==> config.mk <==
export PLATFORM = sky130hd
export DESIGN_NAME = mef_event_irq
export DESIGN_NICKNAME = d
export VERILOG_FILES = /design/src/mef_pkg.sv /design/src/mef_event_irq.sv /design/src/mef_bit_tick.sv /design/src/mef_window.sv
export SDC_FILE = /design/constraint.sdc
export NUM_CORES = 1
export LEC_CHECK = 0
export BUFFER_PORTS_ARGS = -buffer_cell sky130_fd_sc_hd__clkbuf_2
export CORE_MARGIN = 2
export CORE_UTILIZATION = 40
export CTS_BUF_LIST = sky130_fd_sc_hd__clkbuf_2 sky130_fd_sc_hd__clkbuf_4 sky130_fd_sc_hd__clkbuf_8
export DETAILED_ROUTE_END_ITERATION = 6
export PLACE_DENSITY_LB_ADDON = 0.2
export SLEW_MARGIN = 5
export SYNTH_ARGS = -nofsm -noshare
export SYNTH_HDL_FRONTEND = slang
export SYNTH_SLANG_ARGS = --single-unit
==> constraint.sdc <==
create_clock -name clk -period 2.5 [get_ports clk]
set_input_delay 0.5 -clock clk [delete_from_list [all_inputs] [get_ports clk]]
set_output_delay 0.5 -clock clk [all_outputs]
set_load 0.01 [all_outputs]
==> src/mef_pkg.sv <==
// Package for the modem event-flag and interrupt block
package mef_pkg;

    // =========================================================
    // Register map
    localparam logic [7:0] MEF_FLAGS_ADDR = 8'hEF;
    localparam logic [7:0] MEF_MASK_ADDR  = 8'hEE;
    localparam logic [7:0] MEF_TONES_ADDR = 8'hEC;

    // =========================================================
    // Flag bit positions
    localparam int MEF_B_PARITY = 7;
    localparam int MEF_B_RING   = 6;
    localparam int MEF_B_TONE   = 5;
    localparam int MEF_B_OVF    = 4;
    localparam int MEF_B_RXRDY  = 3;
    localparam int MEF_B_UNF    = 2;
    localparam int MEF_B_TXRDY  = 1;
    localparam int MEF_B_MARK   = 0;

    // =========================================================
    // Reset values and timing
    localparam logic [7:0] MEF_FLAGS_RST = 8'h00;
    localparam logic [7:0] MEF_MASK_RST  = 8'h00;
    localparam int MEF_CLK_HZ  = 50_000_000;
    localparam int MEF_BAUD_HZ = 1200;
    localparam int MEF_BIT_CYC = MEF_CLK_HZ / MEF_BAUD_HZ;
    localparam int MEF_WIN_BITS = 8;

    // =========================================================
    // Carriers
    typedef struct packed {
        logic ring;
        logic call_tone_present;
        logic carrier;
        logic answer;
        logic plain_mark_present;
    } mef_status_t;

    typedef struct packed {
        logic tx_high;
        logic rx_high;
    } mef_band_t;

    typedef struct packed {
        logic tx_hi_eq;
        logic tx_lo_eq;
        logic rx_hi_eq;
        logic rx_lo_eq;
        logic bypass;
    } mef_eq_route_t;

endpackage : mef_pkg

==> src/mef_event_irq.sv <==
// Event flags, interrupt mask, tone status and equalizer routing
`timescale 1ns/1ps
module mef_event_irq #(
    parameter int BIT_CYC  = mef_pkg::MEF_BIT_CYC,
    parameter int WIN_BITS = mef_pkg::MEF_WIN_BITS
) (
    // Clock and reset
    input  wire logic                  clk,
    input  wire logic                  rst_b,
    // Register port
    input  wire logic [7:0]            reg_addr,
    input  wire logic                  reg_wr,
    input  wire logic                  reg_rd,
    input  wire logic [7:0]            reg_wdata,
    output logic      [7:0]            reg_rdata,
    // Modem data path events
    input  wire logic                  rx_byte_done,
    input  wire logic                  rx_parity_bad,
    input  wire logic                  rx_data_read,
    input  wire logic                  tx_buf_free,
    input  wire logic                  tx_data_load,
    // Detector inputs
    input  wire logic                  ring_timing_node,
    input  wire logic                  call_tone_present,
    input  wire logic                  carrier_present,
    input  wire logic                  answer_present,
    input  wire logic                  plain_mark_present,
    // Band selects and routing
    input  wire mef_pkg::mef_band_t    channel_band_select,
    output mef_pkg::mef_eq_route_t     eq_route,
    // Transmit mark fill and interrupt
    output logic                       tx_force_mark,
    output logic                       irq_b
);
    import mef_pkg::*;

    // =========================================================
    // Bit clock and service windows
    logic bit_tick;
    logic rx_expired;
    logic tx_expired;

    mef_bit_tick #(.DIV(BIT_CYC)) u_tick (
        .clk   (clk),
        .rst_b (rst_b),
        .tick  (bit_tick)
    );

    mef_window #(.BITS(WIN_BITS)) u_rxwin (
        .clk      (clk),
        .rst_b    (rst_b),
        .bit_tick (bit_tick),
        .start    (rx_byte_done),
        .serviced (rx_data_read),
        .expired  (rx_expired)
    );

    mef_window #(.BITS(WIN_BITS)) u_txwin (
        .clk      (clk),
        .rst_b    (rst_b),
        .bit_tick (bit_tick),
        .start    (tx_buf_free),
        .serviced (tx_data_load),
        .expired  (tx_expired)
    );

    // =========================================================
    // State
    logic [7:0]  flags_ff;
    logic [7:0]  mask_ff;
    mef_status_t stat_ff;
    logic        rx_hold_ff;
    logic        tx_hold_ff;
    logic        unf_ff;
    logic        irq_ff;
    logic [7:0]  rdata_ff;

    logic [7:0]  nxt_flags;
    logic [7:0]  nxt_mask;
    mef_status_t nxt_stat;
    logic        nxt_rx_hold;
    logic        nxt_tx_hold;
    logic        nxt_unf;
    logic        nxt_irq;
    logic [7:0]  nxt_rdata;
    logic [7:0]  set_ev;
    logic [7:0]  base_flags;
    logic        flag_rd;

    // =========================================================
    // Next-state logic
    always_comb begin
        nxt_stat.ring               = ring_timing_node;
        nxt_stat.call_tone_present  = call_tone_present;
        nxt_stat.carrier            = carrier_present;
        nxt_stat.answer             = answer_present;
        nxt_stat.plain_mark_present = plain_mark_present;
        flag_rd = reg_rd && (reg_addr == MEF_FLAGS_ADDR);

        // Data-path flags stay blocked after a flag read until serviced
        nxt_rx_hold = rx_hold_ff;
        nxt_tx_hold = tx_hold_ff;
        if (flag_rd && (flags_ff[MEF_B_RXRDY] || flags_ff[MEF_B_OVF])) begin
            nxt_rx_hold = 1'b1;
        end
        if (rx_data_read) begin
            nxt_rx_hold = 1'b0;
        end
        if (flag_rd && (flags_ff[MEF_B_TXRDY] || flags_ff[MEF_B_UNF])) begin
            nxt_tx_hold = 1'b1;
        end
        if (tx_data_load) begin
            nxt_tx_hold = 1'b0;
        end

        set_ev = 8'h00;
        set_ev[MEF_B_PARITY] = rx_byte_done && rx_parity_bad;
        set_ev[MEF_B_RING]   = stat_ff.ring != nxt_stat.ring;
        set_ev[MEF_B_TONE]   = (stat_ff.call_tone_present !=
                                call_tone_present) ||
                               (stat_ff.carrier != carrier_present) ||
                               (stat_ff.answer != answer_present);
        set_ev[MEF_B_OVF]    = rx_expired && !rx_hold_ff;
        set_ev[MEF_B_RXRDY]  = rx_byte_done && !rx_hold_ff;
        set_ev[MEF_B_UNF]    = tx_expired && !tx_hold_ff;
        set_ev[MEF_B_TXRDY]  = tx_buf_free && !tx_hold_ff;
        set_ev[MEF_B_MARK]   = stat_ff.plain_mark_present !=
                               plain_mark_present;

        // Set wins over the read clear so no event is lost
        base_flags = flag_rd ? 8'h00 : flags_ff;
        nxt_flags  = base_flags | set_ev;
        if (rx_byte_done && !rx_parity_bad && !flag_rd) begin
            nxt_flags[MEF_B_PARITY] = 1'b0;
        end

        nxt_mask = mask_ff;
        if (reg_wr && (reg_addr == MEF_MASK_ADDR)) begin
            nxt_mask = reg_wdata;
        end

        // A flag set in the same cycle as its read is a fresh 0->1 edge
        nxt_irq = irq_ff;
        if (flag_rd) begin
            nxt_irq = 1'b0;
        end
        if (|(set_ev & ~base_flags & mask_ff)) begin
            nxt_irq = 1'b1;
        end

        // Mark fill persists until a new byte is loaded
        nxt_unf = unf_ff;
        if (tx_expired) begin
            nxt_unf = 1'b1;
        end
        if (tx_data_load) begin
            nxt_unf = 1'b0;
        end

        nxt_rdata = rdata_ff;
        if (reg_rd) begin
            unique case (reg_addr)
                MEF_FLAGS_ADDR: nxt_rdata = flags_ff;
                MEF_MASK_ADDR:  nxt_rdata = mask_ff;
                MEF_TONES_ADDR: nxt_rdata = {1'b1, stat_ff.ring,
                                    stat_ff.call_tone_present,
                                    stat_ff.carrier, stat_ff.answer,
                                    2'b00, stat_ff.plain_mark_present};
                default:        nxt_rdata = 8'h00;
            endcase
        end
    end

    // =========================================================
    // Registers
    always_ff @(posedge clk) begin
        if (!rst_b) begin
            flags_ff   <= MEF_FLAGS_RST;
            mask_ff    <= MEF_MASK_RST;
            stat_ff    <= '0;
            rx_hold_ff <= 1'b0;
            tx_hold_ff <= 1'b0;
            unf_ff     <= 1'b0;
            irq_ff     <= 1'b0;
            rdata_ff   <= 8'h00;
        end else begin
            flags_ff   <= nxt_flags;
            mask_ff    <= nxt_mask;
            stat_ff    <= nxt_stat;
            rx_hold_ff <= nxt_rx_hold;
            tx_hold_ff <= nxt_tx_hold;
            unf_ff     <= nxt_unf;
            irq_ff     <= nxt_irq;
            rdata_ff   <= nxt_rdata;
        end
    end

    // =========================================================
    // Equalizer routing: same band means no equalizer helps either path
    always_comb begin
        eq_route.bypass   = channel_band_select.tx_high ==
                            channel_band_select.rx_high;
        eq_route.tx_hi_eq = !eq_route.bypass &&
                            channel_band_select.tx_high;
        eq_route.tx_lo_eq = !eq_route.bypass &&
                            !channel_band_select.tx_high;
        eq_route.rx_hi_eq = !eq_route.bypass &&
                            channel_band_select.rx_high;
        eq_route.rx_lo_eq = !eq_route.bypass &&
                            !channel_band_select.rx_high;
    end

    assign reg_rdata     = rdata_ff;
    assign tx_force_mark = unf_ff;
    assign irq_b         = !irq_ff;

    // =========================================================
    // Checks
    a_irq_rise: assert property (@(posedge clk) disable iff (!rst_b)
        (|(set_ev & ~base_flags & mask_ff)) |=> !irq_b)
        else $error("masked flag edge did not raise interrupt");
    a_read_clear: assert property (@(posedge clk) disable iff (!rst_b)
        (flag_rd && set_ev == 8'h00) |=> (flags_ff == 8'h00 && irq_b))
        else $error("flag read did not clear");
    a_parity_set: assert property (@(posedge clk) disable iff (!rst_b)
        (rx_byte_done && rx_parity_bad) |=> flags_ff[MEF_B_PARITY])
        else $error("parity flag missing");
    a_ring_chg: assert property (@(posedge clk) disable iff (!rst_b)
        $changed(stat_ff.ring) |-> flags_ff[MEF_B_RING])
        else $error("ring change flag missing");
    a_tone_chg: assert property (@(posedge clk) disable iff (!rst_b)
        $changed(stat_ff.carrier) |-> flags_ff[MEF_B_TONE])
        else $error("tone change flag missing");
    a_rx_ready: assert property (@(posedge clk) disable iff (!rst_b)
        (rx_byte_done && !rx_hold_ff) |=> flags_ff[MEF_B_RXRDY])
        else $error("receive ready missing");
    a_rx_ovf: assert property (@(posedge clk) disable iff (!rst_b)
        (rx_expired && !rx_hold_ff) |=> flags_ff[MEF_B_OVF])
        else $error("overflow flag missing");
    a_tx_unf: assert property (@(posedge clk) disable iff (!rst_b)
        tx_expired |=> (tx_force_mark && (tx_hold_ff ||
                        flags_ff[MEF_B_UNF])))
        else $error("underflow handling missing");
    a_mark_hold: assert property (@(posedge clk) disable iff (!rst_b)
        (tx_force_mark && !tx_data_load) |=> tx_force_mark)
        else $error("mark fill dropped early");
    a_mask_gate: assert property (@(posedge clk) disable iff (!rst_b)
        (irq_b && (set_ev & ~base_flags & mask_ff) == 8'h00 &&
         !flag_rd) |=> irq_b)
        else $error("masked event raised interrupt");
    a_eq_bypass: assert property (@(posedge clk) disable iff (!rst_b)
        (channel_band_select.tx_high == channel_band_select.rx_high) |->
        (eq_route == 5'h01))
        else $error("equalizer used in bypass");

    c_irq:  cover property (@(posedge clk) disable iff (!rst_b) !irq_b);
    c_ovf:  cover property (@(posedge clk) disable iff (!rst_b)
        flags_ff[MEF_B_OVF]);
    c_unf:  cover property (@(posedge clk) disable iff (!rst_b)
        tx_force_mark);
    c_read: cover property (@(posedge clk) disable iff (!rst_b)
        flag_rd && flags_ff != 8'h00);

endmodule : mef_event_irq

==> src/mef_bit_tick.sv <==
// Bit-period enable divider
`timescale 1ns/1ps
module mef_bit_tick #(
    parameter int DIV = mef_pkg::MEF_BIT_CYC
) (
    // Clock and reset
    input  wire logic clk,
    input  wire logic rst_b,
    // Enable out
    output logic      tick
);
    import mef_pkg::*;

    logic [15:0] cnt_ff;
    logic [15:0] nxt_cnt;

    always_comb begin
        nxt_cnt = cnt_ff + 16'h0001;
        if (cnt_ff == 16'(DIV - 1)) begin
            nxt_cnt = 16'h0000;
        end
    end

    always_ff @(posedge clk) begin
        if (!rst_b) begin
            cnt_ff <= 16'h0000;
        end else begin
            cnt_ff <= nxt_cnt;
        end
    end

    assign tick = (cnt_ff == 16'(DIV - 1));

endmodule : mef_bit_tick

==> src/mef_window.sv <==
// Eight-bit-period service window timer
`timescale 1ns/1ps
module mef_window #(
    parameter int BITS = mef_pkg::MEF_WIN_BITS
) (
    // Clock and reset
    input  wire logic clk,
    input  wire logic rst_b,
    // Control
    input  wire logic bit_tick,
    input  wire logic start,
    input  wire logic serviced,
    // Result
    output logic      expired
);
    import mef_pkg::*;

    logic       run_ff;
    logic [3:0] cnt_ff;
    logic       nxt_run;
    logic [3:0] nxt_cnt;

    always_comb begin
        nxt_run = run_ff;
        nxt_cnt = cnt_ff;
        expired = 1'b0;
        if (start) begin
            nxt_run = 1'b1;
            nxt_cnt = 4'h0;
        end else if (serviced) begin
            nxt_run = 1'b0;
        end else if (run_ff && bit_tick) begin
            if (cnt_ff == 4'(BITS - 1)) begin
                expired = 1'b1;
                nxt_run = 1'b0;
            end else begin
                nxt_cnt = cnt_ff + 4'h1;
            end
        end
    end

    always_ff @(posedge clk) begin
        if (!rst_b) begin
            run_ff <= 1'b0;
            cnt_ff <= 4'h0;
        end else begin
            run_ff <= nxt_run;
            cnt_ff <= nxt_cnt;
        end
    end

endmodule : mef_window

==> results.py <==
metrics = {
    "critical_path": {
        "worst_path_largest_cell_delay_ns": 0.38,
        "worst_ep_required_time_ns": 2.79,
        "worst_setup_path_end_kind": "register",
        "path_class": "reg2reg",
        "worstPathArrival_ns": 2.03,
        "critical-path-top-delay-family": "simple AND/OR/NAND/NOR gates",
        "critical_path.n_buffers_inverters": 0,
        "crit_path_max_fanout": 9,
        "ff2ff_setup_slack_ns": 0.76,
        "critical_path.cell_chain": "ha_1 -> and4b_2 -> nand4_4 -> nor4_2 -> and3_1 -> o31a_1",
        "timing.critical_path.slowest_stage_cell": "dfxtp_1",
        "worstReg2RegStart": "u_tick.cnt_ff[0]",
        "critPathLaunchType": "register",
        "worstReg2RegEnd": "irq_ff",
        "reg2reg_depth": 6,
    },
    "min_path": {
        "timing.hold.worst.start": "rx_data_read",
        "hold_path_end": "rx_hold_ff",
        "hold-path-cell-count": 2,
        "min-delay-path-class": "in2reg",
    },
    "timing": {
        "finalCriticalPeriod_ns": 1.739,
        "finalSetupTns_ns": 0,
        "worst-slew-pin-transition_ns": 0.5159,
        "max_clock_freq_mhz": 575.1,
        "final.period_utilization_pct": 69.55,
        "setup_viol_count_final": 0,
        "slew_violations": 0,
        "skew_ns": 0.007846,
        "final-hold-violation-count": 0,
        "timing.max_slew.rel_slack_pct": 65.34,
        "grt_setup_unrepaired": "false",
    },
    "floorplanning": {
        "fp.dieW_um": 88.90,
        "core_area_um2": 6869,
        "placementRows": 30,
        "i_o_pins": 47,
        "initial_utilization_pct": 41.97,
        "dieArea_um2": 7902,
        "die_h_um": 88.90,
    },
    "final_layout": {
        "post_route_cells_drive_above_1_share_pct": 21.47,
        "fillCellCount": 685,
        "finish.net_count": 401,
        "diode_insertion_count_for_antenna_repair": 0,
        "area_added_between_synthesis_and_finish_pct": 16.54,
        "final_util_pct": 48.91,
    },
    "run": {
        "maxcap_viol_count": 0,
    },
    "clock_network": {
        "post_cts_buffers": 0,
        "ctsLongestPathBuffers": 2,
        "cts.repair.resized": 0,
        "cts.sinks": 59,
        "cts_buffers": 9,
        "cts_hold_buffers": 0,
        "clkTransAtPathRegs_ns": 0.07,
        "number_of_levels_in_the_clock_h_tree": 3,
        "clk_root_buffer_cell": "clkbuf_8",
        "tritoncts": "built",
        "clk_latency_ns": 0.34,
    },
    "run_status": {
        "status": "finished clean",
    },
    "yosys": {
        "synth.avg_cell_area_um2": 9.065,
        "synthDistinctLibCells": 45,
        "ys.warnings.count": 0,
        "synthCells": 318,
        "synth_flop_cell": "dfxtp_1",
        "synthesis.nets": 356,
        "synth-seq-cells": 59,
        "synth_commonest_cells": "dfxtp_1, nor2_1, nor2b_1, nand3_1, nand2_1",
        "syn-cell-area_um2": 2883,
        "post_synth_main_area_contributors": "dfxtp_1, nor2b_1, mux2i_1",
        "share_of_synthesized_flip_flops_with_an_asynchronous_set_or_reset_pct": 0,
        "netlist.top_cell.by_area": "dfxtp_1",
        "synth-seq-area-share_pct": 40.97,
        "yosys.cell_count.top_type": "dfxtp_1",
        "synth-edff-count": 0,
        "area_share_of_the_largest_cell_type_after_synthesis_pct": 40.97,
    },
    "global_route": {
        "met1_global_route_usage_pct": 18.54,
        "grt_antenna_before_repair": 0,
        "grt_first_pass_wirelength_um": 9597,
        "groute.layer.met3.usage_pct": 4.524,
        "globalRoute.totalOverflow": 0,
        "global_route.usage.met2_pct": 27.00,
        "grt_util_all_layers_pct": 16.08,
        "grt-busiest-layer": "met2",
        "vias_in_the_first_global_route": 2188,
        "pin_count_of_the_biggest_net_entering_global_routing": 38,
    },
    "route": {
        "via_count": 2300,
        "detail_route.wirelength_um": 5932,
        "final_antenna_net_count": 0,
        "detail_route.first_pass.iterations": 4,
        "post-route-drc-count": 0,
        "detail_route.iter0.violations": 75,
        "vias_per_cell": 4.957,
        "wire_per_inst_um": 12.78,
    },
    "power_and_ir_drop": {
        "ir_drop_uv": 398.5,
        "power.leakage_nw": 1.297,
        "power_per_cell_area_nw_per_um2": 570.3,
    },
    "place": {
        "place.gp.congestion": 0.8123,
        "dp_hpwl_um": 4378,
        "place.port_buffers": 46,
    },
}
==> metal layers <==
layer  share of wire [%]  wire length (um)
met5                   0                 0
met4                 2.0               116
met3                 4.1               242
met2                  49              2902
met1                  45              2671
==> area by class of cell <==
type	count	area (um2)	area share [%]
multi-input cells	237	1599	47.60
flip-flops and latches	59	1181	35.16
repair buffers	48	245.2	7.300
clock buffers	14	173.9	5.177
well taps	96	120.1	3.575
inverters	8	30.03	0.8939
clock inverters	2	10.01	0.2980
==> cell families after synthesis <==
| group | share of synthesized area, % |
|---|---|
| compound gates | 8.117 |
| flops | 40.97 |
| mux | 5.642 |
| xor+xnor | 7.595 |
| simple gates | 31.51 |
| fa+ha+maj | 2.604 |
| buf+inv | 3.559 |
==> state kept, by name (all words and copies together), names as in the netlist <==
name            count
tx_force_mark       1
rx_hold_ff          1
stat_ff             5
u_txwin.cnt_ff      4
reg_rdata           8
irq_ff              1
tx_hold_ff          1
u_tick.cnt_ff      16
u_rxwin.run_ff      1
u_rxwin.cnt_ff      4
flags_ff            8
u_txwin.run_ff      1
mask_ff             8
==> where the power goes <==
part | total [W] | switching, W | internal [W] | leakage, nW
combinational | 0.000132 | 0.0000705 | 0.0000610 | 0.716
sequential | 0.000975 | 0.0000164 | 0.000959 | 0.480
clock | 0.000809 | 0.000365 | 0.000444 | 0.101
==> worst max path at each step <==
stage / from / endpoint / slack [ns] / depth (start not counted)
2_1_floorplan: reg_addr[4] / flags_ff[5] / 0.71 / 5
3_3_place_gp: reg_addr[4] / mask_ff[5] / 0.53 / 6
3_5_place_dp: reg_addr[4] / mask_ff[7] / 0.45 / 6
4_1_cts: u_tick.cnt_ff[0] / u_tick.cnt_ff[11] / 0.73 / 5
5_1_grt: u_tick.cnt_ff[0] / u_tick.cnt_ff[11] / 0.61 / 5
6_report: u_tick.cnt_ff[0] / irq_ff / 0.76 / 6
==> stage by stage <==
step	setup WS (ns)	area (um2)	hold WS (ns)	cells	total power, W
final	0.7613	3359	0.3354	464	0.001916
after global routing	0.6050	3359	0.3361	464	0.001998
after CTS	0.7255	3359	0.3205	464	0.001941
after detailed placement	0.4491	3176	0.4653	448	0.001128
after global placement	0.5303	3176	0.4604	448	0.001128
after floorplan	0.7098	2883	0.4409	318	0.001077
==> worst register-to-register path, delay by kind of cell (launching register included) <==
family	cells	cell delay, ns
and+or+nand+nor	4	1.03
DFF	1	0.38
adders and majority gates	1	0.17
AOI/OAI and AO/OA	1	0.11
==> cells in the final DEF, fill, tap and decap left out, types with 3 or more instances in the layout <==
master	instances
nor3b_1	3
dfxtp_1	59
mux2i_1	14
inv_1	8
a21oi_1	11
and2_1	8
nor3_1	8
and3_1	6
o21ai_0	8
nor2b_1	25
nand4_1	6
a21boi_0	6
nand2b_1	8
nand2_1	17
and3b_1	4
clkbuf_8	11
clkbuf_4	3
xnor2_1	12
xor2_1	13
nor2_1	36
nand3_1	18
clkbuf_2	46
ha_1	6
Power figures use the tool's default switching activity.
